$ cat config.mk
export PLATFORM = sky130hd
export DESIGN_NAME = ahbm_master
export DESIGN_NICKNAME = d
export VERILOG_FILES = /design/src/hdl/ahbm_addr_step_fix_note.sv /design/src/hdl/ahbm_pkg.sv /design/src/hdl/ahbm_link_if.sv /design/src/hdl/ahbm_addr_step.sv /design/src/hdl/ahbm_resp_cap.sv /design/src/hdl/ahbm_master.sv
export SDC_FILE = /design/constraint.sdc
export NUM_CORES = 1
export LEC_CHECK = 0
export BUFFER_PORTS_ARGS = -buffer_cell sky130_fd_sc_hd__buf_2
export CORE_UTILIZATION = 31
export DETAILED_ROUTE_END_ITERATION = 16
export GPL_TIMING_DRIVEN = 0
export HOLD_SLACK_MARGIN = 0.1
export SLEW_MARGIN = 20
export SYNTH_ARGS = -nofsm -noshare
export SYNTH_HDL_FRONTEND = slang
export SYNTH_SLANG_ARGS = --single-unit
$ cat constraint.sdc
create_clock -name core_clk -period 3.6 [get_ports core_clk]
set_input_delay 0.36 -clock core_clk [delete_from_list [all_inputs] [get_ports core_clk]]
set_output_delay 0.36 -clock core_clk [all_outputs]
set_load 0.01 [all_outputs]
$ cat src/hdl/ahbm_addr_step_fix_note.sv
// Spare source slot; all logic lives in the three design modules

$ cat src/hdl/ahbm_pkg.sv
// Constants and types for the bus master that drives pipelined transfers
// How it works
// Master holds address one cycle unless stalled
// Slave may stretch data phase with waits
// Address driven after edge, sampled next edge
// Zero-wait response sampled on third edge
// Address phase overlaps previous data phase
// Write data held stable through waits
// Read data valid only at completion
// Next address held while data phase stretched
// Transfer type 00 means IDLE
// Master with nothing to send shows IDLE
// Slave ignores IDLE, zero-wait OKAY
// BUSY pauses burst, shows next beat
// Slave answers BUSY like IDLE
// NONSEQ starts burst or single transfer
// Single transfer labelled NONSEQ
// SEQ keeps control, address plus size
// Wrapping burst wraps at size times beats
// Ready low inserts wait state
// Slave reports OKAY, ERROR, RETRY, SPLIT
// Slave captures address only when ready
// Master drives IDLE after reset
package ahbm_pkg;

  localparam int ADDR_W = 32;
  localparam int DATA_W = 32;
  localparam int SIZE_W = 3;
  localparam int BURST_W = 3;
  localparam int LEN_W = 8;

  localparam logic [1:0] TR_IDLE = 2'h0;
  localparam logic [1:0] TR_BUSY = 2'h1;
  localparam logic [1:0] TR_NONSEQ = 2'h2;
  localparam logic [1:0] TR_SEQ = 2'h3;

  localparam logic [1:0] RESP_OKAY = 2'h0;
  localparam logic [1:0] RESP_ERROR = 2'h1;
  localparam logic [1:0] RESP_RETRY = 2'h2;
  localparam logic [1:0] RESP_SPLIT = 2'h3;

  localparam logic [2:0] BURST_SINGLE = 3'h0;
  localparam logic [2:0] BURST_INCR = 3'h1;
  localparam logic [2:0] BURST_WRAP4 = 3'h2;
  localparam logic [2:0] BURST_INCR4 = 3'h3;
  localparam logic [2:0] BURST_WRAP8 = 3'h4;
  localparam logic [2:0] BURST_INCR8 = 3'h5;
  localparam logic [2:0] BURST_WRAP16 = 3'h6;
  localparam logic [2:0] BURST_INCR16 = 3'h7;

  localparam logic [LEN_W:0] BEATS_1 = 9'h001;
  localparam logic [LEN_W:0] BEATS_4 = 9'h004;
  localparam logic [LEN_W:0] BEATS_8 = 9'h008;
  localparam logic [LEN_W:0] BEATS_16 = 9'h010;

  typedef enum logic {AHBM_IDLE_S, AHBM_RUN_S} ahbm_state_t;

  // Beat count of a burst; undefined-length bursts take the caller's length, with a length of zero giving one beat
  function automatic logic [LEN_W:0] beats_of(input logic [2:0] burst,
                                              input logic [LEN_W-1:0] len);
    logic [LEN_W:0] n;
    n = {1'b0, len};
    unique case (burst)
      BURST_SINGLE: n = BEATS_1;
      BURST_INCR: n = (len == '0) ? BEATS_1 : {1'b0, len};
      BURST_WRAP4, BURST_INCR4: n = BEATS_4;
      BURST_WRAP8, BURST_INCR8: n = BEATS_8;
      BURST_WRAP16, BURST_INCR16: n = BEATS_16;
    endcase
    return n;
  endfunction : beats_of

  function automatic logic is_wrap(input logic [2:0] burst);
    return (burst == BURST_WRAP4) || (burst == BURST_WRAP8) || (burst == BURST_WRAP16);
  endfunction : is_wrap

endpackage : ahbm_pkg

$ cat src/hdl/ahbm_link_if.sv
// Interface joining the master core to its address stepper and response capture
`timescale 1ns/1ns
interface ahbm_link_if;
  logic [ahbm_pkg::ADDR_W-1:0] cur_addr;
  logic [ahbm_pkg::SIZE_W-1:0] size;
  logic [ahbm_pkg::BURST_W-1:0] burst;
  logic [ahbm_pkg::ADDR_W-1:0] next_addr;
  logic dp_act;
  logic dp_write;

  modport core (output cur_addr, output size, output burst, input next_addr,
                output dp_act, output dp_write);
  modport step (input cur_addr, input size, input burst, output next_addr);
  modport resp (input dp_act, input dp_write);
endinterface : ahbm_link_if

$ cat src/hdl/ahbm_addr_step.sv
// Next-beat address: increment by transfer size, wrapping for wrap bursts
`timescale 1ns/1ns
module ahbm_addr_step (
  ahbm_link_if.step lnk
);
  logic [ahbm_pkg::ADDR_W-1:0] inc;
  logic [ahbm_pkg::ADDR_W-1:0] span;
  logic [ahbm_pkg::ADDR_W-1:0] mask;
  logic [ahbm_pkg::ADDR_W-1:0] sum;

  always_comb
  begin
    inc = ahbm_pkg::ADDR_W'(1) << lnk.size;
    // Wrap span is beats times bytes per beat; only used for wrap bursts
    span = ahbm_pkg::ADDR_W'(ahbm_pkg::beats_of(lnk.burst, '0)) << lnk.size;
    mask = span - ahbm_pkg::ADDR_W'(1);
    sum = lnk.cur_addr + inc;
    if (ahbm_pkg::is_wrap(lnk.burst))
      lnk.next_addr = (lnk.cur_addr & ~mask) | (sum & mask);
    else
      lnk.next_addr = sum;
  end
endmodule : ahbm_addr_step

$ cat src/hdl/ahbm_resp_cap.sv
// Captures the slave's answer at the end of each data phase
`timescale 1ns/1ns
module ahbm_resp_cap (
  input wire logic core_clk,
  input wire logic rst,
  ahbm_link_if.resp lnk,
  input wire logic hready,
  input wire logic [1:0] hresp,
  input wire logic [ahbm_pkg::DATA_W-1:0] hrdata,
  output logic rsp_valid,
  output logic rsp_write,
  output logic [1:0] rsp_resp,
  output logic [ahbm_pkg::DATA_W-1:0] rsp_rdata
);
  typedef struct packed {
    logic valid;
    logic write;
    logic [1:0] resp;
    logic [ahbm_pkg::DATA_W-1:0] rdata;
  } ahbm_rsp_t;

  ahbm_rsp_t q, d;

  always_comb
  begin
    d = q;
    d.valid = 1'b0;
    // Completion only in a cycle with ready high; waits before it carry junk
    if (lnk.dp_act && hready)
    begin
      d.valid = 1'b1;
      d.write = lnk.dp_write;
      d.resp = hresp;
      if (!lnk.dp_write)
        d.rdata = hrdata;
    end
  end

  always_ff @(posedge core_clk)
  begin
    if (rst)
      q <= '0;
    else
      q <= d;
  end

  assign rsp_valid = q.valid;
  assign rsp_write = q.write;
  assign rsp_resp = q.resp;
  assign rsp_rdata = q.rdata;
endmodule : ahbm_resp_cap

$ cat src/hdl/ahbm_master.sv
// Pipelined bus master: issues bursts, inserts BUSY, tracks the data phase
`timescale 1ns/1ns
module ahbm_master (
  input wire logic core_clk,
  input wire logic rst,
  input wire logic cmd_valid,
  output logic cmd_ready,
  input wire logic cmd_write,
  input wire logic [ahbm_pkg::ADDR_W-1:0] cmd_addr,
  input wire logic [ahbm_pkg::SIZE_W-1:0] cmd_size,
  input wire logic [ahbm_pkg::BURST_W-1:0] cmd_burst,
  input wire logic [ahbm_pkg::LEN_W-1:0] cmd_len,
  input wire logic wr_valid,
  output logic wr_ready,
  input wire logic [ahbm_pkg::DATA_W-1:0] wr_data,
  output logic rsp_valid,
  output logic rsp_write,
  output logic [1:0] rsp_resp,
  output logic [ahbm_pkg::DATA_W-1:0] rsp_rdata,
  output logic busy,
  output logic [ahbm_pkg::ADDR_W-1:0] haddr,
  output logic [1:0] htrans,
  output logic hwrite,
  output logic [ahbm_pkg::SIZE_W-1:0] hsize,
  output logic [ahbm_pkg::BURST_W-1:0] hburst,
  output logic [ahbm_pkg::DATA_W-1:0] hwdata,
  input wire logic hready,
  input wire logic [1:0] hresp,
  input wire logic [ahbm_pkg::DATA_W-1:0] hrdata
);
  typedef struct packed {
    ahbm_pkg::ahbm_state_t st;
    logic [1:0] htrans;
    logic [ahbm_pkg::ADDR_W-1:0] haddr;
    logic hwrite;
    logic [ahbm_pkg::SIZE_W-1:0] hsize;
    logic [ahbm_pkg::BURST_W-1:0] hburst;
    logic [ahbm_pkg::DATA_W-1:0] beat_wdata;
    logic [ahbm_pkg::ADDR_W-1:0] nxt_addr;
    logic [ahbm_pkg::LEN_W:0] left;
    logic first;
    logic dp_act;
    logic dp_write;
    logic [ahbm_pkg::DATA_W-1:0] hwdata;
  } ahbm_core_t;

  ahbm_core_t q, d;
  ahbm_link_if lnk ();
  logic abort;
  logic have_data;

  assign lnk.cur_addr = q.nxt_addr;
  assign lnk.size = q.hsize;
  assign lnk.burst = q.hburst;
  assign lnk.dp_act = q.dp_act;
  assign lnk.dp_write = q.dp_write;

  ahbm_addr_step u_step (
    .lnk(lnk.step)
  );

  ahbm_resp_cap u_resp (
    .core_clk(core_clk),
    .rst(rst),
    .lnk(lnk.resp),
    .hready(hready),
    .hresp(hresp),
    .hrdata(hrdata),
    .rsp_valid(rsp_valid),
    .rsp_write(rsp_write),
    .rsp_resp(rsp_resp),
    .rsp_rdata(rsp_rdata)
  );

  // Any non-OKAY answer ends the burst early; RETRY and SPLIT are not replayed
  assign abort = q.dp_act && (hresp != ahbm_pkg::RESP_OKAY);
  assign have_data = !q.hwrite || wr_valid;

  always_comb
  begin
    d = q;
    cmd_ready = 1'b0;
    wr_ready = 1'b0;
    // Nothing moves while ready is low: address, control and write data hold
    if (hready)
    begin
      // The accepted address phase becomes the data phase of the next cycle
      d.dp_act = (q.htrans == ahbm_pkg::TR_NONSEQ) || (q.htrans == ahbm_pkg::TR_SEQ);
      d.dp_write = q.hwrite;
      if (d.dp_act && q.hwrite)
        d.hwdata = q.beat_wdata;
      unique case (q.st)
        ahbm_pkg::AHBM_IDLE_S:
        begin
          d.htrans = ahbm_pkg::TR_IDLE;
          cmd_ready = 1'b1;
          if (cmd_valid)
          begin
            d.st = ahbm_pkg::AHBM_RUN_S;
            d.nxt_addr = cmd_addr;
            d.hwrite = cmd_write;
            d.hsize = cmd_size;
            d.hburst = cmd_burst;
            d.left = ahbm_pkg::beats_of(cmd_burst, cmd_len);
            d.first = 1'b1;
          end
        end
        ahbm_pkg::AHBM_RUN_S:
        begin
          if (abort || (q.left == '0))
          begin
            d.htrans = ahbm_pkg::TR_IDLE;
            d.st = ahbm_pkg::AHBM_IDLE_S;
            d.left = '0;
          end
          else if (have_data)
          begin
            // One address phase per beat, changed only just after an edge
            d.htrans = q.first ? ahbm_pkg::TR_NONSEQ : ahbm_pkg::TR_SEQ;
            d.haddr = q.nxt_addr;
            d.nxt_addr = lnk.next_addr;
            d.beat_wdata = wr_data;
            d.left = q.left - ahbm_pkg::BEATS_1;
            d.first = 1'b0;
            wr_ready = q.hwrite;
          end
          else
          begin
            // Write data late: pause, already showing the coming beat
            d.htrans = q.first ? ahbm_pkg::TR_IDLE : ahbm_pkg::TR_BUSY;
            d.haddr = q.nxt_addr;
          end
        end
      endcase
    end
  end

  always_ff @(posedge core_clk)
  begin
    if (rst)
    begin
      q <= '0;
      q.st <= ahbm_pkg::AHBM_IDLE_S;
      q.htrans <= ahbm_pkg::TR_IDLE;
    end
    else
      q <= d;
  end

  assign haddr = q.haddr;
  assign htrans = q.htrans;
  assign hwrite = q.hwrite;
  assign hsize = q.hsize;
  assign hburst = q.hburst;
  assign hwdata = q.hwdata;
  assign busy = (q.st != ahbm_pkg::AHBM_IDLE_S) || q.dp_act;
endmodule : ahbm_master

Word level (Yosys, flattened, before mapping):

Memories as Yosys holds them, arrays and structs flattened. A register that Yosys moved wholly into a read port is not among the register bits.
Cells that the tools add are included.

* register bits after elaboration: 186
* memory bits (read-only): 32
* output and inout bits: 112
* word-level logic and storage cells: 96
* memories: 1

* $add $sub $neg: 3
* eq/ne operators: 16
* shifts and indexed selects: 2
* multiplexer cells: 26
* bitwise gates (word level): 7
* reduce and logical (&&, ||, !) cells: 24

Memories
* (no name shown): words 8, width 4, rd ports 1, clocked after memory_dff 1, write ports 0, RTL line ahbm_pkg.sv:63 `unique case (burst)`

Operator list (number)
* two-way mux 32 bit: 3
* two-way mux 42 bit: 2
* case mux 42 bit (2 select lines): 1
* AND 32 bit: 2
* case mux 9 bit (5 select lines): 1
* two-way mux 36 bit: 1
* two-way mux 34 bit: 1
* adder 32 bit: 1
* inverter 32 bit: 1
* OR 32 bit: 1
* << shifter 1 x 3 -> 32 bit, first input constant: 1
* << shifter 9 x 3 -> 32 bit: 1
* subtractor 32 x 1 -> 32 bit, second input constant: 1
* equality test 3 bit, second input constant: 6
* two-way mux 1 bit: 11
* equality test 3 x 2 -> 1 bit, second input constant: 3
* zero test 9 bit: 1
* two-way mux 9 bit: 1
* AND reduction 3 bit: 3
* subtractor 9 x 1 -> 9 bit, second input constant: 1
* zero test 8 bit: 1
* two-way mux 8 bit: 1
* AND reduction 4 bit: 2
* logical OR 1 bit: 6
* other kinds (15): 25

Depth between registers and ports, before layout:

Gate-level depths: netlist of the first run.

* depth in word-level cells: 9
* mapped depth: 12
* gate-level depth less buffers: 9

Modules after synthesis:

From an unflattened synthesis of the first run, not the netlist that was laid out.

* cell total of the unflattened synthesis: 1167
* area total of the unflattened synthesis: 9806.9 µm²

Modules (own cells, without submodules)
* ahbm_master: instances 1, cells an instance 800, area each 6777.8 µm², seq. area each 3002.9 µm²
* ahbm_resp_cap: instances 1, cells an instance 157, area each 1639.1 µm², seq. area each 720.7 µm²
* ahbm_addr_step: instances 1, cells an instance 210, area each 1390.1 µm², seq. area each 0.0 µm²

Least setup slack after synthesis of the first run:

No wires, ideal clock.

* path type: register to register
* from: register q (netlist bit hsize[1])
* to: register (tool-made name)
* library setup time: 59 ps
* arrival time: 2952 ps
* data required time: 3541 ps
* slack: 589 ps
* stages on the path, launching flop included: 13
* path buffers: 3
* period minus slack after synthesis: 3011 ps
* cell sequence: dfxtp_1 > buf_6 > buf_2 > clkbuf_1 > nor3_1 > ha_1 > fa_1 > a211oi_1 > o21a_1 > a211oi_1 > xnor2_1 > a2111oi_2 > mux2_2

RTL lines
* start: declaration: RTL line ahbm_master.sv:47 `ahbm_core_t q, d;`

==> results.json, run 1 <==
{
  "outcome": "completed",
  "nNetsFinal": 1589,
  "p_leak_nw": 4.79,
  "path_depth": 10,
  "area_growth_pct": 23.9,
  "ys_types": 84,
  "reg2regPathDepth": 10,
  "synth_edf_count": 0,
  "path_class": "flop to flop",
  "postCtsSetupRepairBufs": 0,
  "critPathBufInv": 2,
  "grt_first_pass_wirelength_microns": 48900,
  "power_mw": 4.96,
  "cts_buffers": 17,
  "syn_avg_cell_area_sq_um": 7.85,
  "crit_fanout": 10,
  "cts_sinks": 190,
  "place.gp.congestion": 0.902,
  "via_per_inst": 5.06,
  "grt_pass1_vias": 8782,
  "num_vias": 9439,
  "root_buffer": "clkbuf_16",
  "dp_hpwl_microns": 24100,
  "startpoint_type": "flop",
  "netlist_instances": 1214,
  "n_fill_cell": 3169,
  "dieArea_sq_um": 31400,
  "antenna_found_initial": 3,
  "ys_seq_area_frac": 0.399,
  "drt_iter0_markers": 630,
  "gr-total-overflow": 0,
  "clk_pin_slew_worst_paths_ns": 0.09,
  "die_x_microns": 177,
  "async_reset_ff_frac": 0,
  "layout_common_cells": "nand2_1 (304), buf_2 (251), dfxtp_1 (190), a21oi_1 (181), buf_4 (74)",
  "crit_chain": "buf_2 > inv_1 > nor3_1 > ha_1 > a211oi_1 > nor3_4 > o21ai_2 > nor4_2 > xnor2_1 > a2111oi_2",
  "drtAntennaViolNets": 0,
  "final_area_sq_um": 11800,
  "cts_tree": "yes",
  "reg2reg_setup_slack_ns": 0.20,
  "p_per_area_nw_per_um2": 420,
  "relSlewSlack": 0.349,
  "period_minus_slack_ns": 3.40,
  "start_util": 0.318,
  "yosysTopAreaCellShare": 0.399,
  "final-setup-viol-count": 0,
  "ctsHoldBuffers": 0,
  "port_buffers": 227,
  "drcViolationCount": 0,
  "hold_viol_final": 0,
  "row_count": 63,
  "maxCapViolCount": 0,
  "path_delay_family": "compound AO/OA/AOI/OAI gates",
  "final_util": 0.394,
  "synth_ff_type": "dfxtp_1",
  "final_layout_size_suffix_gt1_frac": 0.272,
  "placed_cell_area_sq_um": 11200,
  "min_path_type": "primary input to flop",
  "synth_area_sq_um": 9530,
  "synth_fp_nets": 1344,
  "clock_path_buffers": 2,
  "post-route-period-util": 0.945,
  "peakVddDrop_uv": 254,
  "hold_path_depth": 3,
  "die_h_microns": 177,
  "cp.arrival_ns": 3.73,
  "synth_area_leader_cell": "dfxtp_1",
  "clock.fmax_ghz": 0.294,
  "layout.cells.non_filler": 1865,
  "grt_max_degree": 20,
  "clock_skew_ns": 0.0207,
  "ys_top_cells_by_area": "dfxtp_1 (40%), nand2_1 (12%), a21oi_1 (9.6%)",
  "ios": 230,
  "final_common_cell": "nand2_1",
  "end_kind": "flop",
  "worst_pin_slew_ns": 0.977,
  "wire_per_inst_microns": 17.3,
  "first_pass_iters": 5,
  "critPathRequiredTime_ns": 3.93,
  "core_area_sq_um": 30000,
  "h-tree-depth": 4,
  "cp_slowest_stage_delay_ns": 0.52,
  "drv_slew": 0,
  "wl_microns": 32200,
  "fin_worst_hold_slack_ns": 0.143,
  "clk_latency_ns": 0.45,
  "yosysWarnings": 0,
  "dp.cells": 1831,
  "slowest_stage": "a211oi_1",
  "gr-usage-all-layers": 0.203,
  "synth-seq-cells": 190
}
-- kinds of logic after synthesis --
group,after synthesis,synth area share
mux,22,0.0249
fa+ha+maj,12,0.0165
compound gates,336,0.231
flops,190,0.399
xor+xnor,15,0.0138
simple gates,464,0.211
buf+inv,175,0.103
-- final cells by class --
type	count	area [sq um]	share of cell area
timing repair buffer	227	1140	0.0962
clock inverter	15	200	0.0170
sequential	190	3800	0.322
clock buffer	17	425	0.0360
tap	390	488	0.0413
inverter	24	90.1	0.00763
antenna	3	7.51	0.000636
multi-input combinational	849	4760	0.403
buffer	150	896	0.0759
-- layer usage --
layer | share of wire | up-vias | routed length [microns] | GRT usage
li1 | - | 4648 | - | -
met1 | 0.45 | 4430 | 14400 | 0.266
met2 | 0.47 | 314 | 15200 | 0.333
met3 | 0.055 | 47 | 1770 | 0.0326
met4 | 0.025 | 0 | 806 | 0.0783
met5 | 0 | - | 0 | 0
-- Yosys cell counts, types with 3 or more instances --
| library cell | n |
|---|---|
| a21oi_1 | 182 |
| a211oi_1 | 13 |
| o31a_1 | 4 |
| a21o_1 | 6 |
| nor4_1 | 7 |
| o211a_1 | 4 |
| mux2_2 | 5 |
| and2_1 | 4 |
| buf_6 | 3 |
| nand2_1 | 304 |
| o2111ai_1 | 3 |
| o21a_1 | 8 |
| o21ai_0 | 30 |
| nor2_1 | 58 |
| nand3_1 | 16 |
| buf_2 | 23 |
| a22oi_1 | 12 |
| xor2_1 | 3 |
| mux2i_1 | 14 |
| o32ai_1 | 11 |
| or3_1 | 4 |
| nor3_1 | 21 |
| a32oi_1 | 3 |
| a22o_1 | 4 |
| o211ai_1 | 7 |
| nand4_1 | 7 |
| a31oi_1 | 5 |
| a221oi_1 | 4 |
| dfxtp_1 | 190 |
| a2111oi_2 | 3 |
| buf_4 | 74 |
| buf_1 | 8 |
| inv_1 | 23 |
| nor2b_1 | 9 |
| or4_1 | 7 |
| and3_1 | 6 |
| nand2b_1 | 3 |
| clkbuf_1 | 43 |
| or2_2 | 3 |
| ha_1 | 11 |
| a32o_1 | 3 |
| xnor2_1 | 12 |
-- power breakdown --
part,switching (mW),internal (mW)
combinational,0.439,0.270
clock,0.958,1.06
sequential,0.0678,2.16
total,1.46,3.50
-- repair_timing --
action | 4_1_cts | 5_1_grt
hold endpoints to repair | 0 | 0
setup endpoints to repair | 9 | 8
resized for setup | 5 | 3
-- stage by stage --
stage | setup TNS (ns) | setup slack (ns)
2_1_floorplan | 0 | 0.589
3_3_place_gp | -0.159 | -0.131
3_5_place_dp | -0.202 | -0.147
4_1_cts | 0 | 0.0966
5_1_grt | -0.00340 | -0.00340
6_report | 0 | 0.197
-- path summary, 6_finish.rpt --
check | startpoint | endpoint
max | hsize[0]$_SDFFE_PP0P_ | flop
min | hrdata[2] | u_resp.rsp_rdata[2]$_SDFFE_PP0P_
min reg2reg | q[99]$_SDFFE_PP0P_ | hwdata[23]$_SDFFE_PP0P_
max reg2reg | hsize[0]$_SDFFE_PP0P_ | flop
-- worst reg2reg max path, stage by stage, from the launching register on --
cell	delay (ns)
dfxtp_1	0.45
buf_2	0.27
inv_1	0.16
nor3_1	0.38
ha_1	0.33
a211oi_1	0.52
nor3_4	0.14
o21ai_2	0.45
nor4_2	0.10
xnor2_1	0.18
a2111oi_2	0.30
Power figures use the tool's default switching activity.
==> inputs of run 2 (changes only) <==
RECOVER_POWER = 25   (was not set)
==> run 2 against run 1 <==
Maximum frequency decreased by 0.63%. First-iteration DRC count increased by 6.0%. Via count about the same. Sequential power about the same. Sequential cell count unchanged. Setup slack got worse by 0.022 ns. Global-route usage unchanged. Utilization decreased by 0.31 points. Highest routed layer unchanged.
==> results.json, run 2 (synthesized netlist as in run 1, its figures left out) <==
{
  "layout_common_cells": "nand2_1 (304), dfxtp_1 (190), a21oi_1 (181), buf_2 (177), clkbuf_1 (115)",
  "via_per_inst": 5.06,
  "placed_cell_area_sq_um": 11200,
  "path_depth": 10,
  "relSlewSlack": 0.345,
  "cp.arrival_ns": 3.76,
  "hold_path_depth": 3,
  "path_class": "flop to flop",
  "peakVddDrop_uv": 253,
  "clock_path_buffers": 2,
  "start_util": 0.318,
  "busiest_layer": "met2",
  "drtAntennaViolNets": 0,
  "setup_ws_ns": 0.175,
  "gr-total-overflow": 0,
  "path_delay_family": "compound AO/OA/AOI/OAI gates",
  "end_kind": "flop",
  "grt_first_pass_wirelength_microns": 48900,
  "ios": 230,
  "cts_tree": "yes",
  "multiInputGateArea_sq_um": 4760,
  "final_layout_size_suffix_gt1_frac": 0.222,
  "min_path_type": "primary input to flop",
  "grt_pass1_vias": 8782,
  "gr-usage-all-layers": 0.203,
  "dieArea_sq_um": 31400,
  "grt_use_met1": 0.266,
  "wire_per_inst_microns": 17.3,
  "critPathBufInv": 2,
  "p_leak_nw": 4.47,
  "cts_sinks": 190,
  "h-tree-depth": 4,
  "clk_pin_slew_worst_paths_ns": 0.08,
  "drv_slew": 0,
  "final-setup-viol-count": 0,
  "outcome": "completed",
  "drcViolationCount": 0,
  "worst_pin_slew_ns": 0.983,
  "p_per_area_nw_per_um2": 423,
  "place.gp.congestion": 0.902,
  "grt_use_met3": 0.0326,
  "p_comb_frac": 0.143,
  "critPathRequiredTime_ns": 3.93,
  "clk_latency_ns": 0.44,
  "setup_tns_ns": 0,
  "num_vias": 9440,
  "slowest_stage": "a211oi_1",
  "p_int_mw": 3.50,
  "fin_worst_hold_slack_ns": 0.146,
  "post-route-period-util": 0.951,
  "hold_viol_final": 0,
  "clock.fmax_ghz": 0.292,
  "reg2reg_setup_slack_ns": 0.18,
  "root_buffer": "clkbuf_16",
  "maxCapViolCount": 0,
  "clock_skew_ns": 0.0171,
  "antenna_found_initial": 3,
  "row_count": 63,
  "drt_iter0_markers": 668,
  "seq_area_sq_um": 3800,
  "wl_microns": 32200,
  "clkPwrFrac": 0.407,
  "grt_max_degree": 20,
  "die_x_microns": 177,
  "crit_fanout": 10,
  "dp_hpwl_microns": 24100,
  "netSwitchingPower_mw": 1.46,
  "reg2regPathDepth": 10,
  "place_ws_ns": -0.147,
  "cts_buffers": 17,
  "core_area_sq_um": 30000,
  "area_growth_pct": 22.9,
  "cp_slowest_stage_delay_ns": 0.52,
  "period_minus_slack_ns": 3.42,
  "startpoint_type": "flop",
  "nNetsFinal": 1589,
  "crit_chain": "buf_2 > inv_1 > nor3_1 > ha_1 > a211oi_1 > nor3_4 > o21ai_2 > nor4_2 > xnor2_1 > a2111oi_2",
  "final_common_cell": "nand2_1",
  "final_area_sq_um": 11700,
  "p_sw_frac": 0.294,
  "n_fill_cell": 3201,
  "first_pass_iters": 5,
  "p_seq_frac": 0.451,
  "use_met2": 0.333,
  "die_h_microns": 177,
  "port_buffers": 227,
  "power_mw": 4.95
}
[run 2: cell types whose count changed in the layout (fill, tap and decap cells not counted), sizes merged]
| cell | delta |
|---|---|
| clkbuf | +75 |
| buf | -75 |
[run 2: cell type report]
cell class,instances,share of cell area
tap,390,0.0417
clock buffer,17,0.0363
buffer,150,0.0765
inverter,24,0.00769
multi-input combinational,849,0.406
timing repair buffer,227,0.0891
sequential,190,0.325
clock inverter,15,0.0171
antenna,3,0.000641
[run 2: layer usage]
layer	vias up	routed length (microns)
li1	4642	-
met3	49	1870
met2	325	15200
met4	0	751
met1	4424	14400
met5	-	0
[run 2: timing repair]
| action | 4_1_cts | 5_1_grt |
|---|---|---|
| setup buffers | 0 | 0 |
| endpoints found under the setup margin | 9 | 8 |
| hold buffers | 0 | 0 |
| gates cloned | 0 | 0 |
| resized for setup | 5 | 3 |
[run 2: path summary, 6_finish.rpt]
check | start | end
setup / recovery | hsize[0]$_SDFFE_PP0P_ | flop
hold / removal | hrdata[2] | u_resp.rsp_rdata[2]$_SDFFE_PP0P_
setup reg to reg | hsize[0]$_SDFFE_PP0P_ | flop
hold reg to reg | q[99]$_SDFFE_PP0P_ | hwdata[23]$_SDFFE_PP0P_
[run 2: power by group through the flow]
stage               registers, mW  logic, mW  clock network (mW)
floorplan                    2.26      0.455                   0
global placement             2.28      0.694                   0
detailed placement           2.28      0.701                   0
CTS                          2.23      0.704                2.05
global route                 2.24      0.769                2.14
finish                       2.23      0.707                2.01
[run 2: per-stage QoR]
step | util | cells
3_5_place_dp | 0.372 | 1831
4_1_cts | 0.394 | 1862
6_report | 0.391 | 1865
3_3_place_gp | 0.372 | 1831
2_1_floorplan | - | 1214
5_1_grt | 0.391 | 1865
[run 2: worst reg2reg max path, stage by stage, from the launching register on]
cell       delay [ns]
dfxtp_1          0.45
buf_2            0.27
inv_1            0.17
nor3_1           0.39
ha_1             0.33
a211oi_1         0.52
nor3_4           0.15
o21ai_2          0.47
nor4_2           0.10
xnor2_1          0.18
a2111oi_2        0.30
